File: config.mk
export PLATFORM = sky130hd
export DESIGN_NAME = kms_scanner
export DESIGN_NICKNAME = d
export VERILOG_FILES = /design/src/rtl/kms_pkg.sv /design/src/rtl/kms_scanner.sv
export SDC_FILE = /design/constraint.sdc
export NUM_CORES = 1
export LEC_CHECK = 0
export BUFFER_PORTS_ARGS = -buffer_cell sky130_fd_sc_hd__buf_2
export CAP_MARGIN = 10
export CORE_ASPECT_RATIO = 2
export CORE_MARGIN = 3
export CORE_UTILIZATION = 60
export CTS_BUF_LIST = sky130_fd_sc_hd__clkbuf_8 sky130_fd_sc_hd__clkbuf_16
export DETAILED_ROUTE_END_ITERATION = 8
export PLACE_DENSITY = 0.8
export SYNTH_ARGS = -nofsm -noshare
export SYNTH_HDL_FRONTEND = slang
export SYNTH_SLANG_ARGS = --single-unit
File: constraint.sdc
create_clock -name clock -period 3.8 [get_ports clock]
set_input_delay 0.19 -clock clock [delete_from_list [all_inputs] [get_ports clock]]
set_output_delay 0.19 -clock clock [all_outputs]
set_load 0.02 [all_outputs]
File: src/rtl/kms_pkg.sv
// Package for the keypad matrix scanner: sizes, timing and states
package kms_pkg;
  localparam int ROWS = 5;
  localparam int COLS = 7;
  localparam int CLK_MHZ = 125;
  localparam int DEBOUNCE_MS = 25;
  // 25 ms at 125 MHz, well above 4096 cycles, so the top takes a parameter
  localparam int DEBOUNCE_CYC = DEBOUNCE_MS * CLK_MHZ * 1000;
  // Drive-state count after which a driven column is sampled, one cycle later
  localparam int SETTLE_CYC = 2;
  localparam logic [COLS-1:0] COLS_LOW = 7'h00;
  localparam logic [COLS-1:0] COLS_HIGH = 7'h7F;
  localparam logic [ROWS-1:0] ROWS_IDLE = 5'h1F;
  localparam logic [2:0] COL_LAST = 3'h6;
  typedef enum logic [2:0] {
    KMS_IDLE, KMS_WAIT, KMS_ROWS, KMS_COLS_HI, KMS_DRIVE, KMS_SAMPLE
  } kms_state_t;
endpackage

File: src/rtl/kms_scanner.sv
// Keypad matrix scanner: detect, debounce and locate one key
`timescale 1ns/10ps
module kms_scanner
#(
  parameter int DEBOUNCE_CYCLES = kms_pkg::DEBOUNCE_CYC
) (
  // Clock and reset
  input  wire logic                      clock,
  input  wire logic                      rst_n,
  // Matrix pins
  input  wire logic [kms_pkg::ROWS-1:0]  row_in,
  output logic      [kms_pkg::COLS-1:0]  col_out,
  output logic      [kms_pkg::COLS-1:0]  col_oe,
  // Processor side
  output logic                           key_irq,
  output logic                           key_valid,
  output logic      [2:0]                key_row,
  output logic      [2:0]                key_col
);
  import kms_pkg::*;

  // Row pins are asynchronous: two-stage synchroniser
  logic [ROWS-1:0] row_meta_reg;
  logic [ROWS-1:0] row_sync_reg;

  // Sequencer
  kms_state_t      state_reg;
  kms_state_t      state_next;
  logic [31:0]     cnt_reg;
  logic [31:0]     cnt_next;

  // Search bookkeeping
  logic [ROWS-1:0] row_hit_reg;
  logic [ROWS-1:0] row_hit_next;
  logic [2:0]      col_idx_reg;
  logic [2:0]      col_idx_next;
  logic [COLS-1:0] col_reg;
  logic [COLS-1:0] col_next;

  // Report
  logic            irq_reg;
  logic            irq_next;
  logic            valid_reg;
  logic            valid_next;
  logic [2:0]      key_row_reg;
  logic [2:0]      key_row_next;
  logic [2:0]      key_col_reg;
  logic [2:0]      key_col_next;

  // Lowest-index low row wins when several keys share a column
  function automatic logic [2:0] low_row(input logic [ROWS-1:0] r);
    logic [2:0] idx;
    idx = 3'h0;
    for (int i = ROWS - 1; i >= 0; i--) begin
      if (!r[i]) begin
        idx = 3'(i);
      end
    end
    return idx;
  endfunction

  // Column pattern with only the selected column low
  function automatic logic [COLS-1:0] col_drive(input logic [2:0] idx);
    return ~(COLS'(1) << idx);
  endfunction

  // State decodes
  wire in_idle     = (state_reg == KMS_IDLE);
  wire in_rows     = (state_reg == KMS_ROWS);
  wire in_cols_hi  = (state_reg == KMS_COLS_HI);
  wire in_drive    = (state_reg == KMS_DRIVE);
  wire in_sample   = (state_reg == KMS_SAMPLE);

  // Row and counter decodes
  wire any_low     = (row_sync_reg != ROWS_IDLE);
  wire wait_done   = (cnt_reg == 32'(DEBOUNCE_CYCLES - 1));
  // Extra cycles per column let the pin settle and pass the synchroniser
  wire settle_done = (cnt_reg == 32'(SETTLE_CYC));
  wire pick_row    = |(~row_sync_reg & row_hit_reg);
  wire last_col    = (col_idx_reg == COL_LAST);
  wire hit_now     = in_sample && pick_row;
  wire search_end  = in_sample && (pick_row || last_col);
  wire stay        = (state_next == state_reg);

  always_ff @(posedge clock or negedge rst_n) begin
    if (!rst_n) begin
      row_meta_reg <= ROWS_IDLE;
      row_sync_reg <= ROWS_IDLE;
    end else begin
      row_meta_reg <= row_in;
      row_sync_reg <= row_meta_reg;
    end
  end

  always_comb begin
    state_next = state_reg;
    unique case (state_reg)
      KMS_IDLE:    if (any_low) state_next = KMS_WAIT;
      KMS_WAIT:    if (wait_done) state_next = KMS_ROWS;
      KMS_ROWS:    state_next = any_low ? KMS_COLS_HI : KMS_IDLE;
      KMS_COLS_HI: state_next = KMS_DRIVE;
      KMS_DRIVE:   if (settle_done) state_next = KMS_SAMPLE;
      KMS_SAMPLE:  if (pick_row || last_col) state_next = KMS_IDLE;
                   else state_next = KMS_DRIVE;
    endcase
  end

  // Counter restarts on every state change
  assign cnt_next     = stay ? cnt_reg + 32'h0000_0001 : 32'h0000_0000;

  // A still-held key re-arms at once; no release wait is imposed
  assign irq_next     = in_idle && any_low;
  assign valid_next   = hit_now;

  // Rows low at the debounced re-read bound the search
  assign row_hit_next = in_rows ? ~row_sync_reg : row_hit_reg;

  assign col_idx_next = in_idle                    ? 3'h0 :
                        (in_sample && !search_end) ? col_idx_reg + 3'h1 :
                                                     col_idx_reg;

  assign col_next = (in_idle || search_end) ? COLS_LOW :
                    in_cols_hi ? COLS_HIGH :
                    in_drive   ? col_drive(col_idx_reg) :
                                 col_reg;

  assign key_row_next = hit_now ? low_row(row_sync_reg | ~row_hit_reg)
                                : key_row_reg;
  assign key_col_next = hit_now ? col_idx_reg : key_col_reg;

  always_ff @(posedge clock or negedge rst_n) begin
    if (!rst_n) begin
      state_reg <= KMS_IDLE;
    end else begin
      state_reg <= state_next;
    end
  end

  always_ff @(posedge clock or negedge rst_n) begin
    if (!rst_n) begin
      cnt_reg <= 32'h0000_0000;
    end else begin
      cnt_reg <= cnt_next;
    end
  end

  always_ff @(posedge clock or negedge rst_n) begin
    if (!rst_n) begin
      row_hit_reg <= ROWS_IDLE;
    end else begin
      row_hit_reg <= row_hit_next;
    end
  end

  always_ff @(posedge clock or negedge rst_n) begin
    if (!rst_n) begin
      col_idx_reg <= 3'h0;
    end else begin
      col_idx_reg <= col_idx_next;
    end
  end

  always_ff @(posedge clock or negedge rst_n) begin
    if (!rst_n) begin
      col_reg <= COLS_LOW;
    end else begin
      col_reg <= col_next;
    end
  end

  always_ff @(posedge clock or negedge rst_n) begin
    if (!rst_n) begin
      irq_reg <= 1'b0;
    end else begin
      irq_reg <= irq_next;
    end
  end

  always_ff @(posedge clock or negedge rst_n) begin
    if (!rst_n) begin
      valid_reg <= 1'b0;
    end else begin
      valid_reg <= valid_next;
    end
  end

  always_ff @(posedge clock or negedge rst_n) begin
    if (!rst_n) begin
      key_row_reg <= 3'h0;
    end else begin
      key_row_reg <= key_row_next;
    end
  end

  always_ff @(posedge clock or negedge rst_n) begin
    if (!rst_n) begin
      key_col_reg <= 3'h0;
    end else begin
      key_col_reg <= key_col_next;
    end
  end

  // Only matrix rows are watched; the power key has no path here
  assign col_out   = col_reg;
  // Columns never float, so rows only see a defined level
  assign col_oe    = COLS_HIGH;
  assign key_irq   = irq_reg;
  assign key_valid = valid_reg;
  assign key_row   = key_row_reg;
  assign key_col   = key_col_reg;
endmodule

# Yosys cells after proc, flatten, opt, wreduce, memory -nomap -nowiden
# Index checks and enable logic that the tools add are counted.
dict set report word_totals {
  wordCells 57
  out_inout_bits 22
  register_bits 68
  in_bits 7
}
dict set report op_classes {
  mux 17
  n_eq_ne 10
  n_addsub 2
  n_reduce_logical 11
  bitwise_logic 5
  n_shift 1
}
# op count
set op_table {}
lappend op_table {{3-bit 2-to-1 mux} 11}
lappend op_table {{32-bit by 1-bit adder with 32-bit output (second input constant)} 1}
lappend op_table {{32-bit by 2-bit equality test with 1-bit output (second input constant)} 1}
lappend op_table {{32-bit by 22-bit equality test with 1-bit output (second input constant)} 1}
lappend op_table {{32-bit 2-to-1 mux} 1}
lappend op_table {{7-bit 2-to-1 mux} 3}
lappend op_table {{3-bit one-hot mux with 6 select lines} 1}
lappend op_table {{5-bit inverter} 2}
lappend op_table {{3-bit equality test (second input constant)} 3}
lappend op_table {{7-bit inverter} 1}
lappend op_table {{1-bit by 3-bit << shifter with 7-bit output (first input constant)} 1}
lappend op_table {{3-bit by 2-bit equality test with 1-bit output (second input constant)} 2}
lappend op_table {{5-bit bitwise AND} 1}
lappend op_table {{5-bit inequality test (second input constant)} 1}
lappend op_table {{5-bit bitwise OR} 1}
lappend op_table {{5-bit OR reduction} 1}
lappend op_table {{1-bit logical AND} 4}
lappend op_table {{3-bit by 1-bit adder with 3-bit output (second input constant)} 1}
lappend op_table {{3-bit by 1-bit equality test with 1-bit output (second input constant)} 1}
lappend op_table {{3-bit equality test} 1}
lappend op_table {{3-bit zero test} 1}
lappend op_table {{3-bit nonzero test} 1}
lappend op_table {{1-bit logical OR} 2}
lappend op_table {{2-bit 2-to-1 mux} 1}
lappend op_table {{2 further kinds} 2}

# Logic depth before layout (Yosys ltp)
dict set report depth {
  word_depth 9
  depth_mapped 8
  ltp_nobuf 7
}

# Worst setup path before layout
# Ideal clock, no wire load.
dict set report synth_path {
  kind {flip-flop to flip-flop}
  from {register cnt_reg[5]}
  to {register cnt_reg[24]}
  setup_time_ps 119
  t_arrival_ps 1963
  path_stages_with_launch 6
  path_slack_ps 1718
  required_time_ps 3681
  path_buffers 1
  period_less_slack_ps 2082
  path_cell_list {dfrtp_1 or4_1 or4_4 a211oi_4 buf_6 nor2_2}
}
dict set report synth_via {
  elab_chain_len 5
  word_cells_on_any_way 8
  classes_between {1 x add/sub; 3 x eq/ne; 4 x mux}
}
# item line_no
set synth_rtl {}
lappend synth_rtl {{from (decl)} kms_scanner.sv:29} ;# logic [31:0] cnt_reg;
lappend synth_rtl {{from (signal assigned)} kms_scanner.sv:143} ;# cnt_reg <= cnt_next;
lappend synth_rtl {{32-bit by 2-bit equality test with 1-bit output or 32-bit by 22-bit equality test with 1-bit output (tied branches)} {kms_scanner.sv:78, kms_scanner.sv:76}}
lappend synth_rtl {{3-bit 2-to-1 mux, on equally long branches} {kms_scanner.sv:102, kms_scanner.sv:99}}
lappend synth_rtl {{3-bit one-hot mux with 6 select lines} kms_scanner.sv:97} ;# unique case (state_reg)
lappend synth_rtl {{3-bit equality test} kms_scanner.sv:83} ;# wire stay = (state_next == state_reg);
lappend synth_rtl {{32-bit 2-to-1 mux *} kms_scanner.sv:109} ;# assign cnt_next = stay ? cnt_reg + 32'h0000_0001 : 32'h0000_0000;
lappend synth_rtl {{named net cnt_next[24]} kms_scanner.sv:30} ;# logic [31:0] cnt_next;
# Mark *: on every way through the listed nets, which the timed path passes. The rest lies on a longest branch.
# A chain may end at the register's enable or synchronous reset.

# Worst setup path after layout
dict set report layout_path {
  from {register state_reg[2]}
  to {register cnt_reg[7]}
}
dict set report layout_via {
  elab_chain_len 4
  word_cells_on_any_way 12
  classes_between {6 x eq/ne; 5 x mux; 1 x reduce/logical}
}
# item line_no
set layout_rtl {}
lappend layout_rtl {{from (decl)} kms_scanner.sv:27} ;# kms_state_t state_reg;
lappend layout_rtl {{from (signal assigned)} kms_scanner.sv:135} ;# state_reg <= state_next;
lappend layout_rtl {{3-bit equality test (tied with other cells)} kms_scanner.sv:97}
lappend layout_rtl {{3-bit one-hot mux with 6 select lines} kms_scanner.sv:97}
lappend layout_rtl {{3-bit equality test *} kms_scanner.sv:83}
lappend layout_rtl {{32-bit 2-to-1 mux *} kms_scanner.sv:109}
lappend layout_rtl {{named net cnt_next[7]} kms_scanner.sv:30}
# Marks and branches as above.

==> flow_metrics.py <==
metrics = {
    "worst_setup_path": {
        "cp.required_ns": 4.07,
        "crit_cells": 6,
        "crit_type": "register to register",
        "worstPathCellList": "nor2b_1, nor2b_1, o2bb2ai_1, a211oi_4, buf_4, a21oi_1",
        "startpoint_type": "register",
        "slowest_stage": "nor2b_1",
        "r2r-start": "state_reg[2]$_DFF_PN0_",
        "crit_top_cell": "nor2b_1",
        "path_max_fanout": 32,
        "r2r_slack_ns": 1.38,
        "reg2reg_depth": 6,
        "cp.buffers_inverters": 1,
        "r2r_end": "cnt_reg[7]$_DFF_PN0_",
        "critical_path_arrival_ns": 2.69,
        "cp-end-kind": "register",
        "crit_family": "simple AND/OR/NAND/NOR gates",
        "critical_path.max_stage_delay_ns": 0.74,
    },
    "power_and_ir_drop": {
        "ir_worst_vdd_mv": 0.3409,
        "leakagePower_nw": 1.668,
        "p_int_mw": 1.051,
        "powerDensity_nw_per_um2": 366.9,
        "comb_power_share_pct": 2.2,
        "p_total_mw": 1.346,
        "sw_frac_of_total_pct": 21.97,
        "clkPwrFrac_pct": 43.1,
        "p_switching_uw": 295.8,
        "power_frac_seq_pct": 54.7,
    },
    "synth": {
        "async_flop_share_pct": 100.0,
        "seq_area_frac_synth_pct": 51.93,
        "avgSynthCellArea_sq_um": 10.35,
        "synth_ff_type": "dfrtp_1",
        "yosysTopAreaCell": "dfrtp_1",
        "ys_top_cells_by_area": "dfrtp_1, dfstp_2, xnor2_1, xor2_1, nand3_1",
        "syn_area_sq_um": 3313,
        "yosysWarnings": 0,
        "ys_seq_elements": 68,
        "netlist_instances": 320,
        "synth_edf_count": 0,
        "ys_types": 45,
        "synth_top_area_share_pct": 40.03,
    },
    "clock_tree": {
        "htree_levels": 3,
        "cts.sinks": 68,
        "tritoncts": "built",
        "clockBufferDepth": 2,
        "clk_latency_ns": 0.36,
        "cts_made_buffers": 9,
        "cts_resized": 0,
        "cts-root-buf": "clkbuf_8",
        "clk_pin_slew_ns": 0.08,
    },
    "min_path": {
        "hold_path.class": "register to register",
        "whs_path_depth": 0,
        "min-delay-start": "row_meta_reg[0]$_DFF_PN1_",
        "min_to": "row_sync_reg[0]$_DFF_PN1_",
    },
    "route": {
        "drt-total-wl_um": 6753,
        "first_iter_violations": 105,
        "wl_per_cell_um": 16.43,
        "post-route-drc-count": 0,
        "antenna_left": 0,
        "drt-pass1-iter-count": 4,
        "viasPerCell": 5.861,
        "vias": 2409,
    },
    "placed_design": {
        "placed_area_sq_um": 3412,
        "numPortBuffers": 21,
        "pre_cts_slack_ns": 1.421,
        "routabilityCongestion": 0.7931,
        "dp_cells": 389,
        "dp_hpwl_um": 4725,
    },
    "global_routing": {
        "antenna_found_initial": 0,
        "grt_usage_pct": 23.58,
        "grt_pass1_wl_um": 11670,
        "grt-ovfl-total": 0,
        "grt_pass1_vias": 2512,
        "grt_max_degree": 36,
    },
    "timing": {
        "holdWs_ns": 0.3572,
        "fmax_mhz": 412.9,
        "worst_pin_slew_ns": 0.8639,
        "min_period_over_period_pct": 63.74,
        "slew_headroom_pct": 42.29,
        "maxSlewViolCount": 0,
        "worst_slack_ns": 1.378,
        "rsz0062_at_grt": "no",
        "finClkSkew_ns": 0.01550,
        "finalHoldViolCount": 0,
        "min_period_ns": 2.422,
        "fin_setup_tns_ns": 0,
        "setup-violations-final": 0,
    },
    "layout": {
        "final_cell_mix": "dfrtp_1, nor2_1, nand3_1",
        "stdcell_area_sq_um": 3670,
        "syn2layout_area_growth_pct": 10.76,
        "instances_no_fill": 411,
        "layout_commonest_cell": "dfrtp_1",
        "drive_above_1_share_pct": 20.40,
        "fillCellCount": 405,
        "nets": 362,
        "fin_util_pct": 70.15,
        "antenna_cells": 0,
        "largest_reg_flops": 32,
    },
    "die": {
        "die_area_sq_um": 6504,
        "std_cell_rows": 37,
        "die_x_um": 58.55,
        "start_util_pct": 63.33,
        "fp.coreArea_sq_um": 5231,
        "dieHeight_um": 111.1,
        "ios": 29,
    },
    "status": {
        "status": "completed",
    },
    "run": {
        "drv_cap": 0,
    },
}
## per-layer routing
metal  GRT usage, %  share of wire, %
met1          24.65                36
met2          40.70                56
met3          4.662               3.6
met4          15.17               4.5
met5              0                 0
## cells by family (layout without fill, tap and decap cells)
| logic type | count (synthesis) | count (layout) | synth area share (%) |
|---|---|---|---|
| mux | 8 | 8 | 2.606 |
| other cells | 1 | 7 | 0.1132 |
| flops | 68 | 68 | 51.93 |
| xor+xnor | 29 | 29 | 7.666 |
| fa+ha+maj | 7 | 7 | 2.643 |
| compound gates | 38 | 38 | 7.138 |
| buf+inv | 26 | 53 | 4.418 |
| simple gates | 143 | 143 | 23.49 |
## layout make-up
| class | count | area, sq um | area share, % |
|---|---|---|---|
| flip-flops and latches | 68 | 1720 | 46.88 |
| multi-input cells | 232 | 1469 | 40.03 |
| repair buffers | 29 | 180.2 | 4.910 |
| clock buffers | 11 | 173.9 | 4.739 |
| well taps | 58 | 72.57 | 1.977 |
| inverters | 8 | 30.03 | 0.8183 |
| clock inverters | 5 | 23.77 | 0.6478 |
## power by group through the flow
| stage | Combinational (mW) | Sequential, mW | Clock (mW) |
|---|---|---|---|
| global route | 0.0338 | 0.737 | 0.616 |
| CTS | 0.0303 | 0.736 | 0.590 |
| global placement | 0.0252 | 0.749 | 0 |
| detailed placement | 0.0254 | 0.750 | 0 |
| floorplan | 0.0126 | 0.749 | 0 |
| finish | 0.0298 | 0.736 | 0.581 |
## worst max path at each step
stage,start,endpoint,slack (ns)
floorplan,cnt_reg[5]$_DFF_PN0_,cnt_reg[24]$_DFF_PN0_,1.72
global placement,state_reg[2]$_DFF_PN0_,cnt_reg[7]$_DFF_PN0_,1.47
detailed placement,state_reg[2]$_DFF_PN0_,cnt_reg[22]$_DFF_PN0_,1.42
CTS,state_reg[2]$_DFF_PN0_,cnt_reg[22]$_DFF_PN0_,1.40
global route,state_reg[2]$_DFF_PN0_,cnt_reg[7]$_DFF_PN0_,1.17
finish,state_reg[2]$_DFF_PN0_,cnt_reg[7]$_DFF_PN0_,1.38
## synth_stat cells (8+ instances only)
cell type,n
nor4_1,11
nand2_1,21
o21ai_0,15
dfstp_2,15
nand3_1,22
nand4_1,9
and3_1,8
nor2_1,27
nor2_2,10
xor2_1,13
a21oi_1,10
clkbuf_1,8
dfrtp_1,53
xnor2_1,16
inv_1,8
## what timing repair did
item | CTS | global route
buffers inserted | 0 | 0
hold endpoints to repair | 38 | 0
hold buffers | 6 | 0
Note: power is estimated with default switching activity, not from simulation.
